--- config.mk ---
export PLATFORM = sky130hd
export DESIGN_NAME = mpc_master_page
export DESIGN_NICKNAME = d
export VERILOG_FILES = /design/src/rtl/mpc_pkg.sv /design/src/rtl/mpc_master_page.sv
export VERILOG_INCLUDE_DIRS = /design/src /design/src/rtl
export SDC_FILE = /design/constraint.sdc
export NUM_CORES = 1
export LEC_CHECK = 0
export ABC_AREA = 1
export BUFFER_PORTS_ARGS = -buffer_cell sky130_fd_sc_hd__buf_2
export CELL_PAD_IN_SITES_DETAIL_PLACEMENT = 2
export CELL_PAD_IN_SITES_GLOBAL_PLACEMENT = 2
export CORE_ASPECT_RATIO = 0.5
export CORE_MARGIN = 4
export CORE_UTILIZATION = 31
export CTS_CLUSTER_DIAMETER = 50
export DETAILED_ROUTE_END_ITERATION = 8
export PLACE_DENSITY_LB_ADDON = 0.2
export SYNTH_ARGS = -nofsm -noshare
export SYNTH_HDL_FRONTEND = slang
export SYNTH_SLANG_ARGS = --single-unit
export TNS_END_PERCENT = 1
--- constraint.sdc ---
create_clock -name clk -period 1.3 [get_ports clk]
set_input_delay 0.195 -clock clk [delete_from_list [all_inputs] [get_ports clk]]
set_output_delay 0.195 -clock clk [all_outputs]
set_load 0.03 [all_outputs]
--- src/rtl/mpc_regs.svh ---
`ifndef MPC_REGS_SVH
`define MPC_REGS_SVH
`define MPC_ADDR_PDM1_LO 8'h20
`define MPC_ADDR_PDM1_HI 8'h21
`define MPC_ADDR_PDM2_LO 8'h23
`define MPC_ADDR_PDM2_HI 8'h24
`define MPC_ADDR_PD_CTRL 8'h26
`define MPC_ADDR_PERF_LO 8'h39
`define MPC_ADDR_PERF_MID 8'h3a
`define MPC_ADDR_IN_COUPLE 8'h4f
`define MPC_ADDR_SREF_CTRL 8'h53
`define MPC_ADDR_SREF_MAN 8'h54
`define MPC_ADDR_REG_PD 8'h55
`define MPC_ADDR_PERF_HI 8'h56
`define MPC_BIT_FULL_PD 7
`define MPC_BIT_IGN_PIN 6
`define MPC_BIT_SET_CHOICE 5
`define MPC_BIT_PERF_LO_H 7
`define MPC_BIT_PERF_LO_L 6
`define MPC_BIT_PERF_MID 6
`define MPC_BIT_PERF_HI 2
`define MPC_BIT_DC_BIAS 0
`define MPC_BIT_SREF_IGN 6
`define MPC_BIT_SREF_HCM 1
`define MPC_BIT_SREF_LVL 0
`define MPC_BIT_SREF_MAN 7
`define MPC_BIT_REG_PD 4
`define MPC_MASK_PD_CTRL 8'he0
`define MPC_MASK_PERF_LO 8'hc0
`define MPC_MASK_PERF_MID 8'h40
`define MPC_MASK_IN_COUPLE 8'h01
`define MPC_MASK_SREF_CTRL 8'h43
`define MPC_MASK_SREF_MAN 8'h80
`define MPC_MASK_REG_PD 8'h10
`define MPC_MASK_PERF_HI 8'h04
`define MPC_MASK_PDM_LO 8'hff
`define MPC_MASK_PDM_HI 8'hf0
`define MPC_RESET_VAL 8'h00
`endif

--- src/rtl/mpc_pkg.sv ---
package mpc_pkg;
   // Power-down mask contents, two bytes per set
   typedef struct packed {
      logic [7:0] hi;
      logic [7:0] lo;
   } mpc_pd_mask_t;
   // Control outputs toward the analog and clocking blocks
   typedef struct packed {
      logic full_chip_powerdown;
      logic ignore_powerdown_pin;
      logic powerdown_set_choice;
      logic [3:0] performance_setting_field;
      logic analog_input_dc_bias_on;
      logic sync_reference_ignore;
      logic sync_reference_high_cm_on;
      logic sync_reference_manual_on;
      logic sync_reference_level;
      logic register_driven_powerdown;
   } mpc_ctrl_t;
endpackage

--- src/rtl/mpc_master_page.sv ---
// Notes on behaviour
// - Global power-down bit 1 forces full power-down; 0 normal.
// - Pin-override bit 1 ignores the external power-down pin.
// - Mask-select 0 picks first mask, 1 picks second.
// - Perf bits 1:0 at 39h bits 7-6; bit 2 at 3Ah bit 6.
// - Bit 0 of 4Fh selects dc-coupling input bias.
// - SYSREF-ignore bit 1 discards external SYSREF entirely.
// - Bit 1 of 53h enables high SYSREF common-mode support.
// - 54h bit 7 enables manual SYSREF, level from 53h bit 0.
// - 55h bit 4 powers down blocks of the selected mask.
// - First mask at 20h/21h, second mask at 23h/24h.
// - Perf bit 3 lives at 56h bit 2.
`timescale 1ns/1ps
`default_nettype none
`include "mpc_regs.svh"
module mpc_master_page (
   input wire logic clk,
   input wire logic srst,
   input wire logic ce,
   input wire logic wr_en,
   input wire logic [7:0] addr,
   input wire logic [7:0] wdata,
   output logic [7:0] rdata,
   input wire logic powerdown_pin,
   input wire logic sync_reference_in,
   output mpc_pkg::mpc_ctrl_t ctrl,
   output mpc_pkg::mpc_pd_mask_t active_pd_mask,
   output logic device_powerdown,
   output logic sync_reference_out
);
   import mpc_pkg::*;

   logic [7:0] pdm1_lo, pdm1_hi, pdm2_lo, pdm2_hi;
   logic [7:0] pd_ctrl, perf_lo, perf_mid, in_couple;
   logic [7:0] sref_ctrl, sref_man, reg_pd, perf_hi;
   logic [7:0] next_pdm1_lo, next_pdm1_hi, next_pdm2_lo, next_pdm2_hi;
   logic [7:0] next_pd_ctrl, next_perf_lo, next_perf_mid, next_in_couple;
   logic [7:0] next_sref_ctrl, next_sref_man, next_reg_pd, next_perf_hi;
   logic [7:0] next_rdata;
   logic pin_s1, pin_s2, sref_s1, sref_s2;
   mpc_ctrl_t next_ctrl;
   mpc_pd_mask_t next_mask;
   logic next_dev_pd, next_sref_out;

   // Keeps only implemented bits; reserved bits never store
   function automatic logic [7:0] wr_field(input logic [7:0] d,
                                           input logic [7:0] m);
      wr_field = d & m;
   endfunction

   // Register write decode
   always_comb begin
      next_pdm1_lo = pdm1_lo;
      next_pdm1_hi = pdm1_hi;
      next_pdm2_lo = pdm2_lo;
      next_pdm2_hi = pdm2_hi;
      next_pd_ctrl = pd_ctrl;
      next_perf_lo = perf_lo;
      next_perf_mid = perf_mid;
      next_in_couple = in_couple;
      next_sref_ctrl = sref_ctrl;
      next_sref_man = sref_man;
      next_reg_pd = reg_pd;
      next_perf_hi = perf_hi;
      if (wr_en) begin
         unique case (addr)
            `MPC_ADDR_PDM1_LO: begin
               next_pdm1_lo = wr_field(wdata, `MPC_MASK_PDM_LO);
            end
            `MPC_ADDR_PDM1_HI: begin
               next_pdm1_hi = wr_field(wdata, `MPC_MASK_PDM_HI);
            end
            `MPC_ADDR_PDM2_LO: begin
               next_pdm2_lo = wr_field(wdata, `MPC_MASK_PDM_LO);
            end
            `MPC_ADDR_PDM2_HI: begin
               next_pdm2_hi = wr_field(wdata, `MPC_MASK_PDM_HI);
            end
            `MPC_ADDR_PD_CTRL: begin
               // Global bit accepted as written; ordering is the host's
               next_pd_ctrl = wr_field(wdata, `MPC_MASK_PD_CTRL);
            end
            `MPC_ADDR_PERF_LO: begin
               next_perf_lo = wr_field(wdata, `MPC_MASK_PERF_LO);
            end
            `MPC_ADDR_PERF_MID: begin
               next_perf_mid = wr_field(wdata, `MPC_MASK_PERF_MID);
            end
            `MPC_ADDR_IN_COUPLE: begin
               next_in_couple = wr_field(wdata, `MPC_MASK_IN_COUPLE);
            end
            `MPC_ADDR_SREF_CTRL: begin
               next_sref_ctrl = wr_field(wdata, `MPC_MASK_SREF_CTRL);
            end
            `MPC_ADDR_SREF_MAN: begin
               next_sref_man = wr_field(wdata, `MPC_MASK_SREF_MAN);
            end
            `MPC_ADDR_REG_PD: begin
               next_reg_pd = wr_field(wdata, `MPC_MASK_REG_PD);
            end
            `MPC_ADDR_PERF_HI: begin
               next_perf_hi = wr_field(wdata, `MPC_MASK_PERF_HI);
            end
            default: begin
               // Unmapped address: write ignored
            end
         endcase
      end
   end

   // Readback; write-only bits and unmapped addresses read zero
   always_comb begin
      unique case (addr)
         `MPC_ADDR_PDM1_LO: next_rdata = pdm1_lo;
         `MPC_ADDR_PDM1_HI: next_rdata = pdm1_hi;
         `MPC_ADDR_PDM2_LO: next_rdata = pdm2_lo;
         `MPC_ADDR_PDM2_HI: next_rdata = pdm2_hi;
         `MPC_ADDR_PD_CTRL: next_rdata = pd_ctrl;
         `MPC_ADDR_PERF_LO: next_rdata = perf_lo;
         `MPC_ADDR_PERF_MID: next_rdata = perf_mid;
         `MPC_ADDR_IN_COUPLE: next_rdata = in_couple;
         `MPC_ADDR_SREF_CTRL: next_rdata = sref_ctrl;
         `MPC_ADDR_SREF_MAN: next_rdata = sref_man;
         `MPC_ADDR_REG_PD: next_rdata = reg_pd;
         default: next_rdata = `MPC_RESET_VAL;
      endcase
   end

   // Control decode from stored bits and synchronised pins
   always_comb begin
      next_ctrl.full_chip_powerdown = pd_ctrl[`MPC_BIT_FULL_PD];
      next_ctrl.ignore_powerdown_pin = pd_ctrl[`MPC_BIT_IGN_PIN];
      next_ctrl.powerdown_set_choice = pd_ctrl[`MPC_BIT_SET_CHOICE];
      next_ctrl.performance_setting_field = {perf_hi[`MPC_BIT_PERF_HI],
         perf_mid[`MPC_BIT_PERF_MID],
         perf_lo[`MPC_BIT_PERF_LO_H:`MPC_BIT_PERF_LO_L]};
      next_ctrl.analog_input_dc_bias_on = in_couple[`MPC_BIT_DC_BIAS];
      next_ctrl.sync_reference_ignore = sref_ctrl[`MPC_BIT_SREF_IGN];
      next_ctrl.sync_reference_high_cm_on =
         sref_ctrl[`MPC_BIT_SREF_HCM];
      next_ctrl.sync_reference_manual_on = sref_man[`MPC_BIT_SREF_MAN];
      next_ctrl.sync_reference_level = sref_ctrl[`MPC_BIT_SREF_LVL];
      next_ctrl.register_driven_powerdown = reg_pd[`MPC_BIT_REG_PD];
      // Mask shown only while register power-down is on
      if (!reg_pd[`MPC_BIT_REG_PD]) begin
         next_mask = '0;
      end else if (pd_ctrl[`MPC_BIT_SET_CHOICE]) begin
         next_mask = '{hi: pdm2_hi, lo: pdm2_lo};
      end else begin
         next_mask = '{hi: pdm1_hi, lo: pdm1_lo};
      end
      // Pin counts only when not overridden
      next_dev_pd = pd_ctrl[`MPC_BIT_FULL_PD] |
         (~pd_ctrl[`MPC_BIT_IGN_PIN] & pin_s2);
      // Manual level wins over input, ignore blanks input
      if (sref_man[`MPC_BIT_SREF_MAN]) begin
         next_sref_out = sref_ctrl[`MPC_BIT_SREF_LVL];
      end else begin
         next_sref_out = ~sref_ctrl[`MPC_BIT_SREF_IGN] & sref_s2;
      end
   end

   // State registers; clock enable freezes everything except synchronous reset
   always_ff @(posedge clk) begin
      if (srst) begin
         pdm1_lo <= `MPC_RESET_VAL;
         pdm1_hi <= `MPC_RESET_VAL;
         pdm2_lo <= `MPC_RESET_VAL;
         pdm2_hi <= `MPC_RESET_VAL;
         pd_ctrl <= `MPC_RESET_VAL;
         perf_lo <= `MPC_RESET_VAL;
         perf_mid <= `MPC_RESET_VAL;
         in_couple <= `MPC_RESET_VAL;
         sref_ctrl <= `MPC_RESET_VAL;
         sref_man <= `MPC_RESET_VAL;
         reg_pd <= `MPC_RESET_VAL;
         perf_hi <= `MPC_RESET_VAL;
         rdata <= `MPC_RESET_VAL;
         ctrl <= '0;
         active_pd_mask <= '0;
         device_powerdown <= 1'b0;
         sync_reference_out <= 1'b0;
         pin_s1 <= 1'b0;
         pin_s2 <= 1'b0;
         sref_s1 <= 1'b0;
         sref_s2 <= 1'b0;
      end else if (ce) begin
         pdm1_lo <= next_pdm1_lo;
         pdm1_hi <= next_pdm1_hi;
         pdm2_lo <= next_pdm2_lo;
         pdm2_hi <= next_pdm2_hi;
         pd_ctrl <= next_pd_ctrl;
         perf_lo <= next_perf_lo;
         perf_mid <= next_perf_mid;
         in_couple <= next_in_couple;
         sref_ctrl <= next_sref_ctrl;
         sref_man <= next_sref_man;
         reg_pd <= next_reg_pd;
         perf_hi <= next_perf_hi;
         rdata <= next_rdata;
         ctrl <= next_ctrl;
         active_pd_mask <= next_mask;
         device_powerdown <= next_dev_pd;
         sync_reference_out <= next_sref_out;
         pin_s1 <= powerdown_pin;
         pin_s2 <= pin_s1;
         sref_s1 <= sync_reference_in;
         sref_s2 <= sref_s1;
      end
   end
endmodule
`default_nettype wire

---- After elaboration in Yosys (flattened, before gate mapping) ----
Index checks and enable logic that the tools add are counted.
word-level totals
  flip-flop bits (word level) ............. 80
  input bits .............................. 22
  output and inout port bits .............. 39
operators by class
  equality and inequality tests ........... 12
  mux-type cells .......................... 4
  bitwise gates (word level) .............. 5
  reduce and logical (&&, ||, !) cells .... 12
operators by type and width
  cell                  number
  $pmux W8 S11          1
  $eq A8 B6 Y1 const B  7
  $eq A8 B7 Y1 const B  5
  $reduce_and A3 Y1     12
  $mux W16              2
  $and A1 B1 Y1         2
  $not A1 Y1            2
  $mux W1               1
  $or A1 B1 Y1          1

---- Logic depth before layout (Yosys ltp) ----
Gate-level depths: netlist (run 1).
  depth after elaboration ................. 3
  gate-level depth with buffers ........... 10
  depth with buffers taken out ............ 9

---- Worst setup path before layout (run 1) ----
OpenSTA, ideal clock, no wires.
  path type ............................... input port to flip-flop
  start point ............................. input addr[7]
  end point ............................... register sref_ctrl[0]
  setup time .............................. 0.120 ns
  data arrival time ....................... 1.001 ns
  path slack .............................. 0.179 ns
  cell stages on the path ................. 7
  buffers on the path ..................... 0
  cells stage by stage .................... inv_1 > nand2_1 > nor2_2 > and2_1 > nand2_1 > o21ai_0 > a21oi_1
between the ends
  longest elaborated chain between the ends .. 2
ends and longest elaborated chain
  item                         RTL line                RTL
  start: declaration           mpc_master_page.sv:21   input wire logic [7:0] addr,
  $eq A8 B7 Y1                 mpc_master_page.sv:66   unique case (addr)
  $reduce_and A3 Y1 (no line)  -
  end signal: assignment       mpc_master_page.sv:174  sref_ctrl <= `MPC_RESET_VAL;
  end signal: assignment       mpc_master_page.sv:196  sref_ctrl <= next_sref_ctrl;
  end: declaration             mpc_master_page.sv:35   logic [7:0] sref_ctrl, sref_man, reg_pd, perf_hi;
Every way passes these cells.
A chain may end at the register's enable or synchronous reset.

---- Worst setup path after layout (run 1) ----
  start point ............................. register rdata[6]
  end point ............................... output rdata[6]
RTL lines
  item                      RTL line                RTL
  start: declaration        mpc_master_page.sv:23   output logic [7:0] rdata,
  start signal: assignment  mpc_master_page.sv:178  rdata <= `MPC_RESET_VAL;
  start signal: assignment  mpc_master_page.sv:200  rdata <= next_rdata;
No word-level cell between the ends.

==> impl_results.md, run 1 <==
* DR vias at about 3400
* Final net count at 544
* Max Used Layer: met4
* Core area at 10300 sq um
* Hold slack at just over 0.09 ns
* Final hold vios at 0
* CP max stage delay at 0.42 ns
* Total GRT Usage at 0.209
* Remaining DRCs at 0
* RSZ-0062 raised after global routing: no
* Vias per std cell at 5.04
* Most common cell in the netlist: dfxtp_1
* Async set-reset flop share out of synthesis at 0
* Clk_lat worst skew at between 0.3 and 0.4 ns
* Clock Root Buffer: clkbuf_16
* Hpwl dp at ~8.9 mm
* Leakage at approximately 1.8 nW
* CTS HTree Levels at 3
* Area Overhead vs Synth at 30.2%
* Clk slew on worst S/H paths at 0.06 ns
* Final Max Slew Viols at 0
* Post-route ant nets at 0
* Total CTS buffers at 9
* Global route overflow at 0
* Max VDD drop at 0.559 mV
* Number of setup buffers added after CTS at 0
* Layout cells sized above 1 at 0.262
* EDFF count, synth at 0
* # IOs at a little over 60
* First-pass DRT Iterations at 4
* Buf/Inv on CP at 1
* Final period util at 0.921
* Die area at 12500 sq um
* Drt wl/cell at 18.9 um
* Port bufs at 56
* WL met1 at 6.26 mm
* Critical path cell sequence: buf_2
* Initial antenna violation count at 0
* Synth top area cells: dfxtp_1, a21oi_1, o21ai_0, nand2_1, nand3_1
* Routed wl met2 at approximately 5.6 mm
* DR WL met3 at roughly 570 um
* CP required at 1.11 ns
* CP delay by family, top: flip-flops
* Setup Skew at between 0.007 and 0.008 ns
* Crit path time final at 1.20 ns
* Top_reg_cell synth: dfxtp_1
* Critical path class: register to primary output
* Post-synth top area share at 0.460
* ANT cells at 0
* Status: complete, no violations
* Final TNS setup at 0 ns
* Post-Syn Area at 3310 sq um
* RePlAce Congestion at 0.842
* WP data arrival at 1.00 ns
* CTS Buffer Depth at 2
* Yosys reg bits at 76
* FP Rows at 26
* Final setup violation count at 0
* Die Span X at 154 um
* Num Clock Sinks at 76
* Global-route wire length before repair at 20.0 mm
* Seq/Total Area, Yosys at 0.460
* Type of the tightest min-delay check: input port to register
* Post-Synthesis Cells at around 440
* Vias in the first global route at about 3500
* CTS tree: done
* Crit-path max FO at 2
* Dominant cell type by area after synthesis: dfxtp_1
* Critical Path Sink Type: primary output
* Distinct cells, synth at 31
* Synth warn at 0
* Critical-path cell with the highest stage delay: dfxtp_1
* Most instantiated cells after synthesis: dfxtp_1, a21oi_1, o21ai_0
* Initial DRC Count at 177
* Largest net degree at the start of global routing at 52
* Final WL at 12.6 mm
* Syn avg cell area at 7.53 sq um
* Die Ht at 81.0 um
* Starting Density at 0.321
* Pwr dens at ~1300 nW/um^2
* Critical Path Start Type: register
* Max_cap viols at 0
* Max Fclk at 835 MHz
-- what timing repair did --
item / 4_1_cts / 5_1_grt
setup endpoints to repair: 0 / 7
hold buffers: 0 / 0
resized for setup: 0 / 5
-- cell type report --
cell class	count	area (sq um)
timing repair buffer	95	636
inverter	41	154
tap	140	175
fill	1199	6010
sequential	76	1520
clock inverter	6	88.8
clock buffer	10	229
multi-input combinational	299	1500
-- registers in the layout (all words and copies together) (netlist names) --
signal	cells
reg_pd	1
rdata	8
sref_ctrl	3
sref_man	1
device_powerdown	1
pdm1_hi	4
perf_hi	1
sref_s1	1
pdm2_lo	8
pin_s2	1
pdm1_lo	8
active_pd_mask	12
ctrl	13
pd_ctrl	3
pdm2_hi	4
sync_reference_out	1
perf_mid	1
sref_s2	1
perf_lo	2
in_couple	1
pin_s1	1
-- where the power goes --
part	switching [W]	total, W	internal, W
combinational	0.000295	0.000432	0.000137
sequential	0.0000156	0.00238	0.00236
clock	0.00106	0.00274	0.00168
total	0.00137	0.00555	0.00418
-- cells in the final DEF (no fill, tap or decap), types with 2 or more instances in the layout --
cell / Yosys / layout
a211oi_1: 3 / 3
a21oi_1: 69 / 69
a21oi_2: 4 / 4
buf_12: 0 / 5
buf_2: 7 / 56
buf_4: 4 / 34
bufinv_16: 0 / 2
clkbuf_16: 0 / 9
clkinvlp_4: 0 / 2
conb_1: 1 / 4
dfxtp_1: 76 / 74
dfxtp_2: 0 / 2
inv_1: 37 / 37
inv_2: 3 / 3
nand2_1: 56 / 55
nand2_2: 5 / 6
nand3_1: 35 / 35
nand3_2: 2 / 2
nand4_1: 3 / 3
nor2_1: 30 / 30
nor2_2: 3 / 3
nor2_4: 5 / 5
nor3_1: 4 / 4
o21ai_0: 62 / 60
o21ai_1: 7 / 9
-- stage by stage --
step / std cells / area [sq um] / util / total power (W) / worst slack (ns)
global placement: 651 / 3980 / 0.386 / 0.00284 / -0.139
global route: 667 / 4310 / 0.417 / 0.00575 / 0.0361
floorplan: 442 / 3320 / - / 0.00267 / 0.179
detailed placement: 651 / 3980 / 0.386 / 0.00286 / -0.206
finish: 667 / 4310 / 0.417 / 0.00555 / 0.103
CTS: 667 / 4300 / 0.417 / 0.00560 / 0.0546
-- worst paths after layout --
path,from,to,slack [ns],depth (start not counted)
setup / recovery,rdata[6]$_SDFFE_PP0P_,rdata[6],0.10,1
hold / removal,powerdown_pin,pin_s1$_SDFFE_PP0P_,0.09,3
setup reg to reg,pd_ctrl[5]$_SDFFE_PP0P_,rdata[5]$_SDFFE_PP0P_,0.15,5
hold reg to reg,perf_hi[2]$_SDFFE_PP0P_,perf_hi[2]$_SDFFE_PP0P_,0.46,2
-- worst register-to-register path, cell delays in order (launching register included) --
cell      delay [ns]
dfxtp_2         0.38
clkinv_1        0.11
buf_4           0.16
o21ai_1         0.20
o21ai_1         0.11
a21oi_1         0.11
-- logic make-up after synthesis --
group | after synthesis | share of synthesized area
buffers and inverters | 67 | 0.0905
AOI/OAI and AO/OA | 148 | 0.234
and+or+nand+nor | 147 | 0.214
other | 1 | 0.00113
DFF | 76 | 0.460
-- layer usage --
metal | vias up | GRT usage
met2 | 65 | 0.339
li1 | 1626 | -
met3 | 9 | 0.0516
met4 | 0 | 0.0476
met5 | - | 0
met1 | 1662 | 0.283
(Power assumes the default switching activity.)
==> run 2, diff against run 1 <==
- ABC_AREA: 1 -> 0
- CORE_UTILIZATION: 31 -> 33
==> impl_results.md, run 2 <==
* Clk slew on worst S/H paths at 0.06 ns
* Die Span X at roughly 150 um
* Final Max Slew Viols at 0
* Placed Instances at 601
* Most common cell in the netlist: dfxtp_1
* Initial DRC Count at 162
* Vias in the first global route at 3643
* Remaining DRCs at 0
* Hold path endpoint: pin_s1$_SDFFE_PP0P_
* Largest family of logic cells by synthesized area: simple AND/OR/NAND/NOR gates
* Global-route wire length before repair at a little over 20 mm
* Post-Syn Area at ~3400 sq um
* Max_cap viols at 0
* Type of the tightest min-delay check: input port to register
* Final net count at 506
* Num Clock Sinks at 76
* Hold-fix buffers, CTS at 0
* RePlAce Congestion at 0.888
* Port bufs at 56
* Critical Path Sink Type: register
* Synth top area cells: dfxtp_1, mux2i_1, nor2_1, nand2_1, mux2_2
* Commonest non-fill, non-tap cell in the layout: dfxtp_1
* Syn avg cell area at roughly 8.7 sq um
* Dominant cell type by area after synthesis: dfxtp_1
* Reg power frac at 0.441
* Global route overflow at 0
* WHS Path Cells at 3
* Total CTS buffers at 9
* Failing checks: negative setup slack
* Worst R2R Path Depth at 4
* Hpwl dp at between 9 and 10 mm
* Final period util at 1.12
* Layout fillers at 1044
* CTS Buffer Depth at 2
* Post-Synthesis Cells at 385
* Critical path class: input port to register
* Final setup violation count at 27
* Largest register by flop count: ctrl
* Hold slack at 0.0864 ns
* XOR/XNOR share of the synthesized area at 0.00261
* Leakage at between 1.5 and 2 nW
* Top flop regs: ctrl x13, active_pd_mask x12
* R2r setup slk at ~0.060 ns
* Starting Density at 0.347
* FP Rows at 25
* RR Startpoint: pd_ctrl[5]$_SDFFE_PP0P_
* Commonest non-fill, non-tap cells in the layout: dfxtp_1, nor2_1, buf_2, buf_4, nand2_1
* Hold Crit Start: powerdown_pin
* Initial antenna violation count at 0
* Simple-gate share of the synthesized area at 0.220
* # IOs at 61
* Clock power frac at 0.476
* Reg2Reg Capture Point: active_pd_mask[7]$_SDFFE_PP0P_
* Top_reg_cell synth: dfxtp_1
* Seq/Total Area, Yosys at 0.453
* Core area at 9670 sq um
* Mux contribution to synthesized area at 0.154
* Max VDD drop at 0.584 mV
* RSZ-0062 raised after global routing: yes
* FF/Latch Area at 1520 sq um
* Switching share of total power at 0.249
* Post-route ant nets at 0
* CTS tree: done
* Synth Area in Adders at 0
* CP required at 1.55 ns
* Final worst setup slack at -0.150 ns
* P_sw at 0.00132 W
* Area Overhead vs Synth at 39.7%
* Total GRT Usage at 0.230
* Largest net degree at the start of global routing at 64
* Setup Skew at 0.00543 ns
* Vias per std cell at 5.29
* DR vias at about 3300
* Async set-reset flop share out of synthesis at 0
* Final non-filler cell total at 624
* Pwr dens at 1140 nW/um^2
* Largest register FFs at 13
* Drt wl/cell at 21.5 um
* Crit path time final at ~1.5 ns
* Clk_lat worst skew at ~0.34 ns
* CTS HTree Levels at 3
* Die area at 11900 sq um
* WP data arrival at about 1.7 ns
* EDFF count, synth at 0
* Distinct cells, synth at 41
* Synth warn at 0
* Layout cells sized above 1 at 0.368
* Post-synth top area share at 0.453
* Most instantiated cells after synthesis: dfxtp_1, nor2_1, nand2_1
* Final hold vios at 0
* Critical Path Start Type: input port
* Area of the multi-input gates at ~1900 sq um
* Max Fclk at about 700 MHz
* Die Ht at 79.3 um
* Clock Root Buffer: clkbuf_16
* Crit-path max FO at 6
* P_int at ~0.0040 W
* Status: finished, violations left
* First-pass DRT Iterations at 4
* Gate power share at 0.083
* Final WL at 13.4 mm
* ANT cells at 0
* Compound-gate portion of the synthesized area at 0.127
* Yosys reg bits at 76
==> run 2: cell count changes after synthesis, sizes merged, moves of 4 or more <==
cell / previous run / this run
a21oi: 73 / 25
nand3: 37 / 18
a221oi: 0 / 5
o21ai: 69 / 11
buf: 14 / 10
a22oi: 0 / 16
nand2: 62 / 48
inv: 40 / 3
mux2i: 0 / 38
mux2: 0 / 12
nor4b: 0 / 4
nor2: 39 / 62
clkbuf: 12 / 21
==> run 2: cell type report <==
cell class / count / share of cell area
Sequential cell: 76 / 0.325
Inverter: 3 / 0.00240
Multi-Input combinational cell: 278 / 0.403
Tap cell: 135 / 0.0360
Clock inverter: 7 / 0.0157
Timing Repair Buffer: 116 / 0.171
Clock buffer: 9 / 0.0480
==> run 2: worst max-delay path: stages <==
cell,delay [ns]
buf_2,0.11
buf_6,0.13
nor4b_4,0.21
buf_4,0.19
nor4b_4,0.32
buf_6,0.19
a221oi_1,0.09
a311oi_1,0.27
==> run 2: kinds of logic after synthesis <==
kind of cell	count (synthesis)
compound gates	66
xor+xnor	1
buf+inv	34
flops	76
mux	50
other cells	1
simple gates	157
==> run 2: worst max-delay path by stage <==
| stage | end | start | cells past startpoint |
|---|---|---|---|
| 6_report | rdata[0]$_SDFFE_PP0P_ | addr[7] | 8 |
| 2_1_floorplan | rdata[6]$_SDFFE_PP0P_ | addr[5] | 5 |
| 5_1_grt | rdata[6]$_SDFFE_PP0P_ | addr[5] | 8 |
| 3_5_place_dp | pdm2_lo[7]$_SDFFE_PP0P_ | addr[7] | 9 |
| 3_3_place_gp | pdm2_lo[3]$_SDFFE_PP0P_ | addr[7] | 9 |
| 4_1_cts | rdata[0]$_SDFFE_PP0P_ | addr[7] | 8 |
==> run 2: stage by stage <==
stage	instance area, sq um	utilization	total power, W	TNS, ns	worst slack [ns]
3_3_place_gp	4120	0.427	0.00277	-20.50	-0.656
3_5_place_dp	4120	0.427	0.00278	-22.73	-0.734
2_1_floorplan	3370	-	0.00259	-10.29	-0.378
5_1_grt	4690	0.485	0.00553	-4.12	-0.210
4_1_cts	4580	0.474	0.00536	-1.29	-0.133
6_report	4690	0.485	0.00532	-1.86	-0.150
==> run 2: timing repair <==
action	in CTS	in global routing
endpoints found under the setup margin	43	55
pin swaps	4	5
buffers inserted	6	1
resized for setup	30	24
==> run 2: power by group through the flow <==
stage	registers [W]	logic [W]	clock network, W
floorplan	0.00241	0.000177	0
global placement	0.00240	0.000368	0
detailed placement	0.00240	0.000383	0
CTS	0.00235	0.000416	0.00259
global route	0.00235	0.000466	0.00272
finish	0.00235	0.000441	0.00253
==> run 2: layer usage <==
metal | global-route usage | wire length, um | vias up | part of all wire
li1 | - | - | 1541 | -
met1 | 0.298 | 6200 | 1661 | 0.46
met2 | 0.393 | 6330 | 80 | 0.47
met3 | 0.0445 | 677 | 19 | 0.051
met4 | 0.0660 | 191 | 0 | 0.014
met5 | 0 | 0 | - | 0
==> run 3, diff against run 2 <==
- BUFFER_PORTS_ARGS: -buffer_cell sky130_fd_sc_hd__buf_2 -> unset
- CORE_UTILIZATION: 33 -> 37
- DONT_BUFFER_PORTS: unset -> 1
- RECOVER_POWER: unset -> 25
- SLEW_MARGIN: unset -> 20
==> impl_results.md, run 3 (synthesized netlist as in run 2, its figures left out) <==
* Die area at 10800 sq um
* Hold-fix buffers, CTS at 4
* Clk_lat worst skew at 0.34 ns
* Crit path time final at around 1.4 ns
* Vias per std cell at 5.58
* Starting Density at 0.383
* Initial DRC Count at between 150 and 200
* Final instance area at ~4200 sq um
* Final period util at 1.09
* Worst-Margin Slew at 0.583 ns
* First-pass DRT Iterations at 4
* Num Clock Sinks at between 70 and 80
* RSZ-0062 raised after global routing: yes
* Global route overflow at 0
* Final setup violation count at 9
* DR vias at 3012
* CP required at ~1.6 ns
* Max_cap viols at 0
* Global-route wire length before repair at 18.9 mm
* Critical Path Start Type: input port
* Critical path class: input port to register
* Largest net degree at the start of global routing at 74
* Area Overhead vs Synth at 24.0%
* Type of the tightest min-delay check: input port to register
* # IOs at 61
* Total CTS buffers at 9
* Commonest non-fill, non-tap cell in the layout: dfxtp_1
* Setup Skew at 0.00392 ns
* Drt wl/cell at about 23 um
* Commonest non-fill, non-tap cells in the layout: dfxtp_1, nor2_1, nand2_1, mux2i_1, buf_4
* FP Rows at 24
* Clock Root Buffer: clkbuf_16
* RePlAce Congestion at just over 0.8
* Largest register by flop count: ctrl
* Status: finished, violations left
* CTS tree: done
* Initial antenna violation count at 0
* Port bufs at 0
* WP data arrival at approximately 1.7 ns
* CTS HTree Levels at 3
* ANT cells at 0
* Post-route ant nets at 0
* Final WL at 12.2 mm
* DP Area at 3760 sq um
* Largest register FFs at 13
* Vias in the first global route at approximately 3200
* Final worst setup slack at -0.112 ns
* Max Fclk at 708 MHz
* Leakage at 1.63 nW
* Die Span X at 143 um
* Clk slew on worst S/H paths at 0.06 ns
* Hold slack at -0.0693 ns
* Die Ht at between 70 and 80 um
* Layout cells sized above 1 at 0.196
* Final net count at 440
* Max VDD drop at 0.751 mV
* Hpwl dp at about 8.4 mm
* Failing checks: negative hold slack, negative setup slack
* Crit-path max FO at 4
* Pwr dens at 1320 nW/um^2
* Final Max Slew Viols at 0
* Final hold vios at 66
* Top flop regs: ctrl x13, active_pd_mask x12
* Fin util at 0.475
* Critical Path Sink Type: register
* Total GRT Usage at 0.234
* Total power at between 0.005 and 0.006 W
* Core area at 8770 sq um
* CTS Buffer Depth at 2
* Remaining DRCs at 0
* Worst rel slew slack at 0.611
[run 3: cell count changes in the layout (fill, tap and decap cells not counted), sizes merged]
cell | before | now
dlygate4sd3 | 0 | 4
clkinvlp | 1 | 0
inv | 5 | 3
clkbuf | 9 | 18
bufinv | 1 | 3
buf | 116 | 40
clkinv | 3 | 1
[run 3: power by group]
part / leakage, nW / switching, W / total, W / internal [W]
clock: 0.173 / 0.000971 / 0.00295 / 0.00198
sequential: 0.614 / 0.0000127 / 0.00235 / 0.00234
combinational: 0.845 / 0.000104 / 0.000195 / 0.0000913
[run 3: path summary, 6_finish.rpt]
| path | startpoint | end | slack, ns | cells after the start |
|---|---|---|---|---|
| worst min-delay path | srst | ctrl[12]$_SDFFE_PP0P_ | -0.07 | 1 |
| worst max register to register | reg_pd[4]$_SDFFE_PP0P_ | active_pd_mask[0]$_SDFFE_PP0P_ | 0.10 | 3 |
| worst max-delay path | addr[5] | rdata[6]$_SDFFE_PP0P_ | -0.11 | 5 |
| worst min register to register | pdm2_lo[2]$_SDFFE_PP0P_ | pdm2_lo[2]$_SDFFE_PP0P_ | 0.48 | 2 |
[run 3: routing by layer]
metal / part of all wire / global-route usage
met1: 0.45 / 0.300
met2: 0.48 / 0.396
met3: 0.065 / 0.0633
met4: 0.013 / 0.0695
met5: 0 / 0
[run 3: critical path, stage by stage]
cell	delay [ns]
or3b_1	0.37
or4_4	0.58
and3_4	0.18
a41o_1	0.21
a211oi_2	0.14
[run 3: metrics by stage]
step / cells / setup slack (ns) / TNS [ns]
2_1_floorplan: 388 / -0.378 / -10.29
3_3_place_gp: 520 / -0.455 / -9.62
3_5_place_dp: 520 / -0.496 / -13.00
4_1_cts: 540 / -0.0965 / -0.260
5_1_grt: 540 / -0.129 / -1.13
6_report: 540 / -0.112 / -0.404
[run 3: layout make-up]
| class | count | area (sq um) |
|---|---|---|
| Timing Repair Buffer | 50 | 390 |
| Clock inverter | 4 | 95.1 |
| Fill cell | 962 | 4610 |
| Inverter | 3 | 11.3 |
| Clock buffer | 12 | 256 |
| Multi-Input combinational cell | 278 | 1740 |
| Sequential cell | 76 | 1520 |
| Tap cell | 117 | 146 |
[run 3: what timing repair did]
action / in CTS / in global routing
pin swaps: 2 / 0
hold endpoints to repair: 70 / 66
setup endpoints to repair: 15 / 35
buffers inserted: 0 / 0
resized for setup: 3 / 6
